<file path="src/shift8_regs.svh">
// Constants for the eight-stage load/shift register
`ifndef SHIFT8_REGS_SVH
`define SHIFT8_REGS_SVH

`define STAGE_COUNT    8
`define TAP_COUNT      3
`define TAP_LSB        5
`define CMD_FIFO_DEPTH 4
`define CMD_WIDTH      10
`define CMD_LOAD_BIT   9
`define CMD_SERIAL_BIT 8
`define EDGE_PREV_RST  1'b1
`define DROP_RST       1'b0

`endif

</file>
<file path="src/shift8_pkg.sv">
// Types for the eight-stage load/shift register
package shift8_pkg;

  typedef enum logic [1:0] {
    ST_RUN  = 2'b01,
    ST_HOLD = 2'b10
  } core_state_t;

endpackage

</file>
<file path="src/cmd_fifo.sv">
// Small synchronous FIFO with valid/ready on both sides
`timescale 1ns/10ps
`default_nettype none

module cmd_fifo #(
  parameter int WIDTH = 10,
  parameter int DEPTH = 4
) (
  // Clock and reset
  input  wire logic             ref_clk_in,
  input  wire logic             rst_n_in,
  // Fill side
  input  wire logic             in_valid_in,
  input  wire logic [WIDTH-1:0] in_data_in,
  output logic                  in_ready_out,
  // Drain side
  output logic                  out_valid_out,
  output logic [WIDTH-1:0]      out_data_out,
  input  wire logic             out_ready_in
);

  localparam int PW = (DEPTH > 1) ? $clog2(DEPTH) : 1;
  localparam int CW = $clog2(DEPTH + 1);

  logic [WIDTH-1:0] mem_reg [DEPTH];
  logic [PW-1:0]    wr_ptr_reg;
  logic [PW-1:0]    wr_ptr_next;
  logic [PW-1:0]    rd_ptr_reg;
  logic [PW-1:0]    rd_ptr_next;
  logic [CW-1:0]    count_reg;
  logic [CW-1:0]    count_next;
  logic             ready_reg;
  logic             ready_next;
  logic             push;
  logic             pop;

  function automatic logic [PW-1:0] ptr_inc(input logic [PW-1:0] p);
    if (p == PW'(DEPTH - 1)) begin
      return '0;
    end
    return p + PW'(1);
  endfunction

  // Ready is registered; it falls the cycle the last slot is taken
  assign push = in_valid_in & ready_reg;
  assign pop  = out_ready_in & (count_reg != '0);

  always_comb begin
    wr_ptr_next = push ? ptr_inc(wr_ptr_reg) : wr_ptr_reg;
    rd_ptr_next = pop ? ptr_inc(rd_ptr_reg) : rd_ptr_reg;
    count_next  = count_reg;
    if (push && !pop) begin
      count_next = count_reg + CW'(1);
    end else if (pop && !push) begin
      count_next = count_reg - CW'(1);
    end
    ready_next = (count_next != CW'(DEPTH));
  end

  always_ff @(posedge ref_clk_in) begin
    if (!rst_n_in) begin
      wr_ptr_reg <= '0;
      rd_ptr_reg <= '0;
      count_reg  <= '0;
      ready_reg  <= 1'b1;
    end else begin
      wr_ptr_reg <= wr_ptr_next;
      rd_ptr_reg <= rd_ptr_next;
      count_reg  <= count_next;
      ready_reg  <= ready_next;
    end
  end

  // Storage needs no reset; only counted words are ever read
  always_ff @(posedge ref_clk_in) begin
    if (push) begin
      mem_reg[wr_ptr_reg] <= in_data_in;
    end
  end

  assign in_ready_out  = ready_reg;
  assign out_valid_out = (count_reg != '0);
  assign out_data_out  = mem_reg[rd_ptr_reg];

endmodule // cmd_fifo
`default_nettype wire

</file>
<file path="src/eight_stage_load_shift_register.sv">
// Eight-stage shift register with synchronous parallel load and three taps
//
// Notes on behaviour
// - Eight stages change only on a shift clock rising edge; falling edges do nothing.
// - Load select high at the edge loads all eight parallel bits.
// - Load select low: each stage moves one toward the end, first takes serial.
// - A serial bit reaches the first tap after six shifts, last after eight.
// - Only stages five, six and seven are visible as outputs.
// - Stages hold their value while the shift clock stands still, once queued edges have drained.
`timescale 1ns/10ps
`default_nettype none
`include "shift8_regs.svh"

module eight_stage_load_shift_register
  import shift8_pkg::*;
(
  // System clock and reset
  input  wire logic                    ref_clk_in,
  input  wire logic                    rst_n_in,
  // Host side
  input  wire logic                    shift_clock_in,
  input  wire logic                    load_select_in,
  input  wire logic                    serial_data_in,
  input  wire logic [`STAGE_COUNT-1:0] parallel_data_in,
  // Flow control
  input  wire logic                    hold_in,
  output logic                         cmd_ready_out,
  output logic                         edge_dropped_out,
  // Taps
  output logic [`TAP_COUNT-1:0]        stage_taps_out
);

  logic                    shift_rise;
  logic                    fifo_in_ready;
  logic                    fifo_out_valid;
  logic [`CMD_WIDTH-1:0]   fifo_out_data;
  logic [`CMD_WIDTH-1:0]   cmd_word;
  logic                    apply;
  core_state_t             state_reg;
  core_state_t             state_next;
  logic [`STAGE_COUNT-1:0] stage_reg;
  logic [`STAGE_COUNT-1:0] stage_next;
  logic                    drop_reg;
  logic                    drop_next;

  // Only the rising edge makes an event; falling edges are ignored
  rise_detect u_rise (
    .ref_clk_in (ref_clk_in),
    .rst_n_in   (rst_n_in),
    .level_in   (shift_clock_in),
    .rise_out   (shift_rise)
  );

  // Inputs are captured in the cycle the edge is seen
  assign cmd_word = {load_select_in, serial_data_in, parallel_data_in};

  // Queue absorbs edges while the core is held
  cmd_fifo #(
    .WIDTH (`CMD_WIDTH),
    .DEPTH (`CMD_FIFO_DEPTH)
  ) u_fifo (
    .ref_clk_in    (ref_clk_in),
    .rst_n_in      (rst_n_in),
    .in_valid_in   (shift_rise),
    .in_data_in    (cmd_word),
    .in_ready_out  (fifo_in_ready),
    .out_valid_out (fifo_out_valid),
    .out_data_out  (fifo_out_data),
    .out_ready_in  (apply)
  );

  always_comb begin
    state_next = state_reg;
    case (state_reg)
      ST_RUN: begin
        if (hold_in) begin
          state_next = ST_HOLD;
        end
      end
      ST_HOLD: begin
        if (!hold_in) begin
          state_next = ST_RUN;
        end
      end
      default: begin
        state_next = ST_RUN;
      end
    endcase
  end

  assign apply = fifo_out_valid & (state_reg == ST_RUN) & ~hold_in;

  always_ff @(posedge ref_clk_in) begin
    if (!rst_n_in) begin
      state_reg <= ST_RUN;
    end else begin
      state_reg <= state_next;
    end
  end

  // Stages move only when a queued edge is applied, else they hold
  always_comb begin
    stage_next = stage_reg;
    if (apply) begin
      if (fifo_out_data[`CMD_LOAD_BIT]) begin
        stage_next = fifo_out_data[`STAGE_COUNT-1:0];
      end else begin
        stage_next = {stage_reg[`STAGE_COUNT-2:0], fifo_out_data[`CMD_SERIAL_BIT]};
      end
    end
  end

  // Deliberately no reset: contents stay unknown until loaded or filled
  always_ff @(posedge ref_clk_in) begin
    stage_reg <= stage_next;
  end

  // An edge arriving with the queue full is lost and reported
  always_comb begin
    drop_next = shift_rise & ~fifo_in_ready;
  end

  always_ff @(posedge ref_clk_in) begin
    if (!rst_n_in) begin
      drop_reg <= `DROP_RST;
    end else begin
      drop_reg <= drop_next;
    end
  end

  // Stage 0 feeds stage 5 after five shifts, stage 7 after seven
  assign stage_taps_out   = stage_reg[`STAGE_COUNT-1:`TAP_LSB];
  assign cmd_ready_out    = fifo_in_ready;
  assign edge_dropped_out = drop_reg;

endmodule // eight_stage_load_shift_register
`default_nettype wire

</file>
<file path="src/rise_detect.sv">
// Rising-edge detector for a level sampled on the system clock
`timescale 1ns/10ps
`default_nettype none
`include "shift8_regs.svh"

module rise_detect (
  // Clock and reset
  input  wire logic ref_clk_in,
  input  wire logic rst_n_in,
  // Level and edge
  input  wire logic level_in,
  output logic      rise_out
);

  logic prev_reg;
  logic prev_next;

  always_comb begin
    prev_next = level_in;
  end

  // Reset high so a level already high at release is not seen as an edge
  always_ff @(posedge ref_clk_in) begin
    if (!rst_n_in) begin
      prev_reg <= `EDGE_PREV_RST;
    end else begin
      prev_reg <= prev_next;
    end
  end

  assign rise_out = level_in & ~prev_reg;

endmodule // rise_detect
`default_nettype wire

</file>
<file path="config.mk">
export PLATFORM = sky130hd
export DESIGN_NAME = eight_stage_load_shift_register
export DESIGN_NICKNAME = d
export VERILOG_FILES = /design/src/shift8_pkg.sv /design/src/cmd_fifo.sv /design/src/eight_stage_load_shift_register.sv /design/src/rise_detect.sv
export VERILOG_INCLUDE_DIRS = /design/src /design/src/src
export SDC_FILE = /design/constraint.sdc
export NUM_CORES = 1
export LEC_CHECK = 0
export ABC_AREA = 0
export BUFFER_PORTS_ARGS = -buffer_cell sky130_fd_sc_hd__buf_2
export CAP_MARGIN = 15
export CORE_MARGIN = 2
export CORE_UTILIZATION = 40
export CTS_BUF_LIST = sky130_fd_sc_hd__clkbuf_16
export CTS_CLUSTER_DIAMETER = 60
export DETAILED_ROUTE_END_ITERATION = 7
export PLACE_DENSITY = 0.69
export SYNTH_ARGS = -nofsm -noshare
export SYNTH_HDL_FRONTEND = slang
export SYNTH_SLANG_ARGS = --single-unit
</file>
<file path="constraint.sdc">
create_clock -name ref_clk_in -period 2.3 [get_ports ref_clk_in]
set_input_delay 0.46 -clock ref_clk_in [delete_from_list [all_inputs] [get_ports ref_clk_in]]
set_output_delay 0.46 -clock ref_clk_in [all_outputs]
set_load 0.01 [all_outputs]
</file>
==> flow_summary.json, run 1 <==
{
  "status": "completed",
  "p_clk_share_pct": 44.0,
  "grt_pass1_vias": 1286,
  "syn_inst": 150,
  "cts-resized-gates": 0,
  "crit_path_top_delay_cell": "mux4_2",
  "finalInstanceArea_mm2": 0.00302,
  "slew_violations": 0,
  "placementRows": 29,
  "synth_most_common_cell": "edfxtp_1",
  "yosys.area.top_type": "edfxtp_1",
  "grt_usage_pct": 12.4,
  "ctsHoldBuffers": 0,
  "ys_ff_latch": 62,
  "synth_top_area_share_pct": 56.1,
  "synth_common_cells": "edfxtp_1, dfxtp_1, ha_1, inv_1, mux4_1",
  "port_buffers": 18,
  "worstPathArrival_ns": 1.86,
  "synthArstFlopShare_pct": 0,
  "drtIter0Drc": 63,
  "place_area_mm2": 0.00272,
  "synth_nets": 172,
  "cts_tree": "built",
  "combPwrFrac_pct": 12.3,
  "cts_setup_buffers": 0,
  "synth_enable_flop_cells": 48,
  "synth_top_family_by_area": "multiplexers",
  "dr.pass1.iters": 4,
  "ys_seq_area_share_pct": 67.0,
  "top_level_ports": 19,
  "syn_area_per_cell_um2": 17.1,
  "antenna_found_initial": 0,
  "post-route-min-period_ns": 1.78,
  "switching_share_pct": 22.2,
  "cts_buffer_depth": 2,
  "hold_violations": 0,
  "p_sw_uw": 689,
  "start_util_pct": 40.9,
  "die_y_um": 84.2,
  "crit_required_ns": 2.37,
  "diodes": 0,
  "synth-main-ff-cell": "edfxtp_1",
  "rsz0062_at_grt": "no",
  "die_area_mm2": 0.00708,
  "max_stage_delay_ns": 0.69,
  "largest_reg_flops": 40,
  "place_congestion": 0.776,
  "cts_root_buffer": "clkbuf_16",
  "routed_wl_um": 3870,
  "post-place-ws_ns": 0.499,
  "relSlewSlack_pct": 65.8,
  "finalPower_mw": 3.11,
  "p_per_area_mw_per_mm2": 1030,
  "fmax_mhz": 561,
  "setup_tns_ns": 0,
  "fin_skew_ns": 0.00615,
  "min_path_type": "in2reg",
  "synth_simple_gate_area_share_pct": 7.59,
  "overflow": 0,
  "final-setup-viol-count": 0,
  "place_inst": 240,
  "path_cells": "mux4_2 > mux2_4",
  "synth-xor-area-share_pct": 0.341,
  "clock_sinks": 62,
  "ctsHtreeMaxLevel": 3,
  "end_kind": "register",
  "cts_inserted_buffers": 9,
  "worst_slew_pin_slew_ns": 0.513,
  "final_cell_count_no_fill": 256,
  "drive_gt1_share_pct": 24.0,
  "synthAdderAreaFrac_pct": 3.89,
  "ys_types": 39,
  "worst_slack_ns": 0.516,
  "worst-path-max-fanout": 7,
  "irDropWorstVdd_mv": 0.491,
  "grt_start_max_net_pins": 11,
  "intPower_mw": 2.42,
  "start_kind": "register",
  "post_drt_wl_per_cell_um": 15.1,
  "drv_cap": 0,
  "yosys-top-cells-area": "edfxtp_1, dfxtp_1, mux4_1, mux2_4, ha_1",
  "num-nets-final": 196,
  "critPathKind": "reg2reg",
  "seq_power_share_pct": 43.6,
  "ant_nets": 0,
  "insertion_delay_ns": 0.32,
  "drc_errors": 0,
  "grt_pass1_wl_um": 6350,
  "min_period_over_period_pct": 77.6,
  "synth_compound_area_share_pct": 3.21,
  "yosysWarnings": 0,
  "core_area_mm2": 0.00628,
  "synth.mux.area_fraction_pct": 14.7,
  "die_x_um": 84.2,
  "place_hpwl_um": 2590,
  "netlist_area_mm2": 0.00257,
  "path_clk_slew_ns": 0.05,
  "via_count": 1278,
  "leakagePower_nw": 1.12,
  "area_growth_pct": 17.6,
  "detail_route.vias_per_cell": 4.99
}
## layout by cell type, fill, tap and decap left out, types with 4 or more instances in the layout
cell type,n
nand2_1,6
a21oi_1,5
inv_1,8
clkbuf_16,9
mux4_1,8
mux2i_1,4
edfxtp_1,48
clkinv_1,5
and2_1,4
dfxtp_1,14
nor3_1,4
buf_2,18
ha_1,8
mux2_4,7
## kinds of logic after synthesis
group                      after synthesis
xor gates and xnor gates                 1
muxes                                   20
buffers and inverters                   15
adders and majority gates                8
DFF                                     62
AOI/OAI and AO/OA                       13
and+or+nand+nor                         31
## critical path, delay by kind of cell (launching register included)
| kind | cells | cell delay [ns] |
|---|---|---|
| mux | 2 | 1.03 |
| flops | 1 | 0.50 |
## layout make-up
cell class	count	area [µm²]
clock buffers	9	225
fillers	529	3260
clock inverters	7	78.8
repair buffers	20	105
multi-input cells	73	764
inverters	8	30.0
well taps	77	96.3
flip-flops and latches	62	1720
## layer usage
| layer | vias to the layer above | share of wire (%) | GRT usage [%] | wire, µm |
|---|---|---|---|---|
| li1 | 630 | - | - | - |
| met1 | 612 | 46 | 15.6 | 1800 |
| met2 | 26 | 46 | 18.0 | 1780 |
| met3 | 10 | 4.3 | 4.52 | 168 |
| met4 | 0 | 3.1 | 7.92 | 122 |
| met5 | - | 0 | 0 | 0 |
## power by group through the flow
stage	clock network, mW	registers, mW	logic, mW
4_1_cts	1.41	1.36	0.388
6_report	1.37	1.36	0.383
3_3_place_gp	0	1.38	0.370
2_1_floorplan	0	1.35	0.327
5_1_grt	1.45	1.37	0.422
3_5_place_dp	0	1.38	0.381
## path summary, 6_finish.rpt
kind,startpoint,to,slack [ns],depth (start not counted)
max,register,stage_reg[2]$_DFFE_PN_,0.52,2
min,serial_data_in,u_fifo.mem_reg[1][8]$_DFFE_PP_,0.35,1
max reg2reg,register,stage_reg[2]$_DFFE_PN_,0.52,2
min reg2reg,u_rise.prev_reg$_SDFF_PN1_,edge_dropped_out$_SDFF_PN0_,0.43,1
## through the flow
stage	util, %	hold WS [ns]
floorplan	-	0.406
detailed placement	43.3	0.424
global route	48.1	0.355
global placement	43.3	0.422
finish	48.1	0.351
CTS	48.1	0.339
Power figures use the tool's default switching activity.
==> run 2: changes to the inputs <==
ABC_AREA = 1   (was 0)
clock period = 1.7 ns   (was 2.3 ns; I/O delays follow)
==> flow_summary.json, run 2 <==
{
  "crit_required_ns": 1.74,
  "reg2reg_to": "stage_reg[4]$_DFFE_PN_",
  "timing.rr.start": "u_fifo.count_reg[0]$_SDFF_PN0_",
  "post_drt_wl_per_cell_um": 12.7,
  "yosys.area.top_type": "edfxtp_1",
  "path_clk_slew_ns": 0.05,
  "seq_power_share_pct": 44.7,
  "yosysWarnings": 0,
  "min_period_over_period_pct": 86.5,
  "status": "completed",
  "synth_enable_flop_cells": 48,
  "synth_simple_gate_area_share_pct": 14.0,
  "clock_sinks": 62,
  "cp_num_cells": 6,
  "ys_ff_latch": 62,
  "end_kind": "register",
  "grt_usage_pct": 13.4,
  "critPathBufInv": 3,
  "reg2reg_depth": 6,
  "synthArstFlopShare_pct": 0,
  "slew_violations": 0,
  "detail_route.vias_per_cell": 4.84,
  "die_x_um": 84.7,
  "die_area_mm2": 0.00718,
  "synth-xor-area-share_pct": 0.336,
  "critPathKind": "reg2reg",
  "drive_gt1_share_pct": 22.5,
  "drc_errors": 0,
  "relSlewSlack_pct": 74.3,
  "p_clk_share_pct": 36.0,
  "grt_pass1_vias": 1586,
  "p_sw_mw": 1.11,
  "ys_seq_area_share_pct": 66.0,
  "worst_slew_pin_slew_ns": 0.384,
  "place_hpwl_um": 2890,
  "crit_family": "buffers and inverters",
  "synth_top_area_share_pct": 55.3,
  "yosys-top-cells-area": "edfxtp_1, dfxtp_1, nor2_1, o21ai_0, ha_1",
  "num-nets-final": 275,
  "ys_types": 27,
  "antenna_found_initial": 0,
  "max_stage_delay_ns": 0.35,
  "ctsHoldBuffers": 0,
  "finalPower_mw": 4.17,
  "syn_area_per_cell_um2": 11.7,
  "place_congestion": 0.724,
  "min_path_type": "in2reg",
  "start_kind": "register",
  "intPower_mw": 3.06,
  "ant_nets": 0,
  "cts-resized-gates": 0,
  "fmax_mhz": 680,
  "cts_root_buffer": "clkbuf_16",
  "cts_inserted_buffers": 9,
  "endpoint": "stage_reg[4]$_DFFE_PN_",
  "crit_path_top_delay_cell": "dfxtp_1",
  "synth.mux.area_fraction_pct": 0,
  "die_y_um": 84.7,
  "final-setup-viol-count": 0,
  "diodes": 0,
  "final_common_cell": "edfxtp_1",
  "netlist_area_mm2": 0.00261,
  "drv_cap": 0,
  "setup.worst_path.start": "u_fifo.count_reg[0]$_SDFF_PN0_",
  "ctsHtreeMaxLevel": 3,
  "cts_setup_buffers": 0,
  "start_util_pct": 41.3,
  "top_level_ports": 19,
  "cts_buffer_depth": 2,
  "worstPathArrival_ns": 1.51,
  "synth_top_family_by_area": "simple AND/OR/NAND/NOR gates",
  "fin_skew_ns": 0.00745,
  "port_buffers": 18,
  "n_fill_cell": 592,
  "post-route-min-period_ns": 1.47,
  "rsz0062_at_grt": "no",
  "area_growth_pct": 17.0,
  "synth_most_common_cell": "edfxtp_1",
  "synth-main-ff-cell": "edfxtp_1",
  "overflow": 0,
  "drtIter0Drc": 135,
  "hold_violations": 0,
  "synth_common_cells": "edfxtp_1, nor2_1, o21ai_0",
  "placementRows": 29,
  "path_cells": "inv_1 > ha_1 > nand2_1 > nand3_2 > inv_1 > buf_12",
  "grt_pass1_wl_um": 7180,
  "grt_start_max_net_pins": 16,
  "largest_reg_flops": 40,
  "via_count": 1622,
  "combPwrFrac_pct": 19.2,
  "synth_compound_area_share_pct": 9.21,
  "cpMostUsedCell": "inv_1",
  "irDropWorstVdd_mv": 0.697,
  "cts_tree": "built",
  "setup_tns_ns": 0,
  "synthAdderAreaFrac_pct": 3.84,
  "dr.pass1.iters": 4,
  "routed_wl_um": 4250,
  "r2r_slack_ns": 0.23,
  "p_per_area_mw_per_mm2": 1370,
  "syn_inst": 223,
  "worst-path-max-fanout": 7,
  "core_area_mm2": 0.00631,
  "final_cell_mix": "edfxtp_1, nor2_1, inv_1",
  "leakagePower_nw": 1.21,
  "insertion_delay_ns": 0.32,
  "synth_nets": 245,
  "switching_share_pct": 26.6
}
-- run 2: cell count changes in the layout (fill, tap and decap cells not counted), moves of 8 or more --
cell,before,now
buf_4,2,10
nor2_1,1,46
o21ai_0,1,21
nand2_1,6,16
nand3_1,0,9
inv_1,8,23
mux4_1,8,0
-- run 2: kinds of logic after synthesis --
group	after synthesis
DFF	62
buffers and inverters	31
adders and majority gates	8
AOI/OAI and AO/OA	38
and+or+nand+nor	83
xor gates and xnor gates	1
-- run 2: worst min path at each step --
stage,from,to,depth (start not counted)
floorplan,parallel_data_in[0],u_fifo.mem_reg[0][0]$_DFFE_PP_,0
global placement,u_fifo.in_ready_out$_SDFF_PN1_,edge_dropped_out$_SDFF_PN0_,1
detailed placement,u_fifo.in_ready_out$_SDFF_PN1_,edge_dropped_out$_SDFF_PN0_,1
CTS,parallel_data_in[6],u_fifo.mem_reg[0][6]$_DFFE_PP_,1
global route,parallel_data_in[1],u_fifo.mem_reg[3][1]$_DFFE_PP_,1
finish,parallel_data_in[6],u_fifo.mem_reg[0][6]$_DFFE_PP_,1
-- run 2: cell type report --
cell class              count  area (µm²)  area share [%]
repair buffers             29         185            6.07
flip-flops and latches     62        1720            56.4
clock inverters             7        28.8           0.943
clock buffers               9         225            7.38
inverters                  21        81.3            2.67
well taps                  77        96.3            3.16
multi-input cells         130         713            23.4
-- run 2: metal layers --
metal	part of all wire [%]	up-vias	track usage [%]	wire length (µm)
met4	2.0	0	5.77	83
li1	-	821	-	-
met5	0	-	0	0
met2	50	26	21.5	2110
met3	4.7	9	5.70	199
met1	44	766	15.7	1850
-- run 2: power by group through the flow --
stage	clock (mW)	sequential (mW)	combinational (mW)
finish	1.50	1.86	0.802
global route	1.62	1.88	0.929
CTS	1.54	1.87	0.814
detailed placement	0	1.89	0.812
global placement	0	1.89	0.792
floorplan	0	1.86	0.675
-- run 2: through the flow --
step | setup slack [ns] | instance area (µm²) | hold slack, ns | std cells | util (%)
finish | 0.229 | 3050 | 0.229 | 335 | 48.3
global route | 0.0615 | 3050 | 0.237 | 335 | 48.3
CTS | 0.205 | 3050 | 0.218 | 335 | 48.3
detailed placement | 0.181 | 2800 | 0.452 | 319 | 44.3
global placement | 0.208 | 2800 | 0.441 | 319 | 44.3
floorplan | 0.223 | 2610 | 0.439 | 223 | -
==> run 3: changes to the inputs <==
ABC_AREA = not set   (was 1)
CORE_ASPECT_RATIO = 1.75   (was not set)
==> flow_summary.json, run 3 (same netlist as run 1, synthesis figures left out) <==
{
  "status": "completed",
  "place_hpwl_um": 2920,
  "drv_cap": 0,
  "setup_tns_ns": 0,
  "worstPathArrival_ns": 1.70,
  "critPathKind": "reg2reg",
  "cts_root_buffer": "clkbuf_16",
  "finalInstanceArea_mm2": 0.00313,
  "reg2reg_to": "stage_reg[4]$_DFFE_PN_",
  "top_level_ports": 19,
  "diodes": 0,
  "post-place-ws_ns": 0.0648,
  "grt_pass1_wl_um": 7160,
  "place_congestion": 0.827,
  "core_area_mm2": 0.00623,
  "largest_reg_flops": 40,
  "crit_required_ns": 1.77,
  "p_per_area_mw_per_mm2": 1310,
  "insertion_delay_ns": 0.33,
  "dr.pass1.iters": 4,
  "slew_violations": 0,
  "grt_usage_pct": 14.5,
  "drtIter0Drc": 57,
  "worstHoldEndpoint": "u_rise.prev_reg$_SDFF_PN1_",
  "antenna_found_initial": 0,
  "path_clk_slew_ns": 0.05,
  "num-nets-final": 206,
  "overflow": 0,
  "final_cell_count_no_fill": 269,
  "detail_route.vias_per_cell": 5.03,
  "fin_skew_ns": 0.0103,
  "die_x_um": 64.6,
  "min_path_type": "in2reg",
  "routed_wl_um": 4260,
  "final-setup-viol-count": 0,
  "cts_inserted_buffers": 9,
  "worst_slew_pin_slew_ns": 0.299,
  "die_area_mm2": 0.00711,
  "grt_pass1_vias": 1502,
  "final_common_cell": "edfxtp_1",
  "final_cell_mix": "edfxtp_1, buf_2, dfxtp_1",
  "fin_util_pct": 50.2,
  "start_kind": "register",
  "cts_setup_buffers": 0,
  "leakagePower_nw": 1.19,
  "via_count": 1353,
  "grt_start_max_net_pins": 11,
  "port_buffers": 18,
  "ctsHoldBuffers": 0,
  "fmax_mhz": 615,
  "worst_slack_ns": 0.0732,
  "ctsHtreeMaxLevel": 3,
  "irDropWorstVdd_mv": 0.680,
  "timing.rr.start": "u_fifo.mem_reg[0][9]$_DFFE_PP_",
  "rsz0062_at_grt": "no",
  "clock_sinks": 62,
  "drc_errors": 0,
  "end_kind": "register",
  "finalPower_mw": 4.09,
  "drive_gt1_share_pct": 30.2,
  "cts_buffer_depth": 2,
  "cts_tree": "built",
  "worstHoldPathCells": 2,
  "hold_violations": 0,
  "start_util_pct": 41.3,
  "hp-start": "rst_n_in",
  "die_y_um": 110,
  "cts-resized-gates": 0,
  "worst-path-max-fanout": 7,
  "r2r_slack_ns": 0.07,
  "min_period_over_period_pct": 95.7,
  "post_drt_wl_per_cell_um": 15.9,
  "area_growth_pct": 21.6,
  "reg2reg_depth": 2,
  "placementRows": 38,
  "post-route-min-period_ns": 1.63,
  "place_area_mm2": 0.00283,
  "ant_nets": 0,
  "place_inst": 253,
  "relSlewSlack_pct": 80.1,
  "timing.hold.ws_ns": 0.236
}
[run 3: cell count changes in the layout (fill, tap and decap cells not counted), moves of 4 or more]
cell	delta
nor2_1	-45
o21ai_0	-20
inv_1	-12
nand2_1	-10
nand3_1	-9
mux4_1	+8
mux2_4	+7
a31oi_2	-5
and2_1	+4
mux2i_1	+4
nand2_2	-4
nor3_1	+4
[run 3: layout make-up]
cell class / count / area, µm²
clock buffers: 10 / 250
clock inverters: 6 / 22.5
fillers: 527 / 3100
inverters: 8 / 30.0
multi-input cells: 73 / 782
flip-flops and latches: 62 / 1720
well taps: 80 / 100
repair buffers: 30 / 218
[run 3: critical path, stage by stage, from the launching register on]
cell and delay (ns):
edfxtp_1 0.41, mux4_2 0.62, mux2_4 0.34
[run 3: power breakdown]
| part | total (mW) | internal, mW | switching, mW |
|---|---|---|---|
| sequential | 1.83 | 1.76 | 0.0671 |
| combinational | 0.639 | 0.338 | 0.301 |
| clock | 1.62 | 1.04 | 0.578 |
| total | 4.09 | 3.14 | 0.946 |
[run 3: per-layer routing]
layer / up-vias / share of wire, % / routed length [µm] / GRT usage [%]
met4: 0 / 3.2 / 138 / 11.1
met2: 27 / 55 / 2340 / 25.4
met5: - / 0 / 0 / 0
met3: 13 / 3.8 / 163 / 4.97
met1: 663 / 38 / 1620 / 13.8
li1: 650 / - / - / -
[run 3: worst max-delay path by stage]
| stage | from | end | depth (start not counted) |
|---|---|---|---|
| finish | u_fifo.mem_reg[0][9]$_DFFE_PP_ | stage_reg[4]$_DFFE_PN_ | 2 |
| global route | u_fifo.count_reg[1]$_SDFF_PN0_ | u_fifo.count_reg[2]$_SDFF_PN0_ | 6 |
| CTS | u_fifo.count_reg[1]$_SDFF_PN0_ | u_fifo.count_reg[2]$_SDFF_PN0_ | 6 |
| detailed placement | register | stage_reg[4]$_DFFE_PN_ | 2 |
| global placement | register | stage_reg[2]$_DFFE_PN_ | 2 |
| floorplan | register | stage_reg[1]$_DFFE_PN_ | 4 |
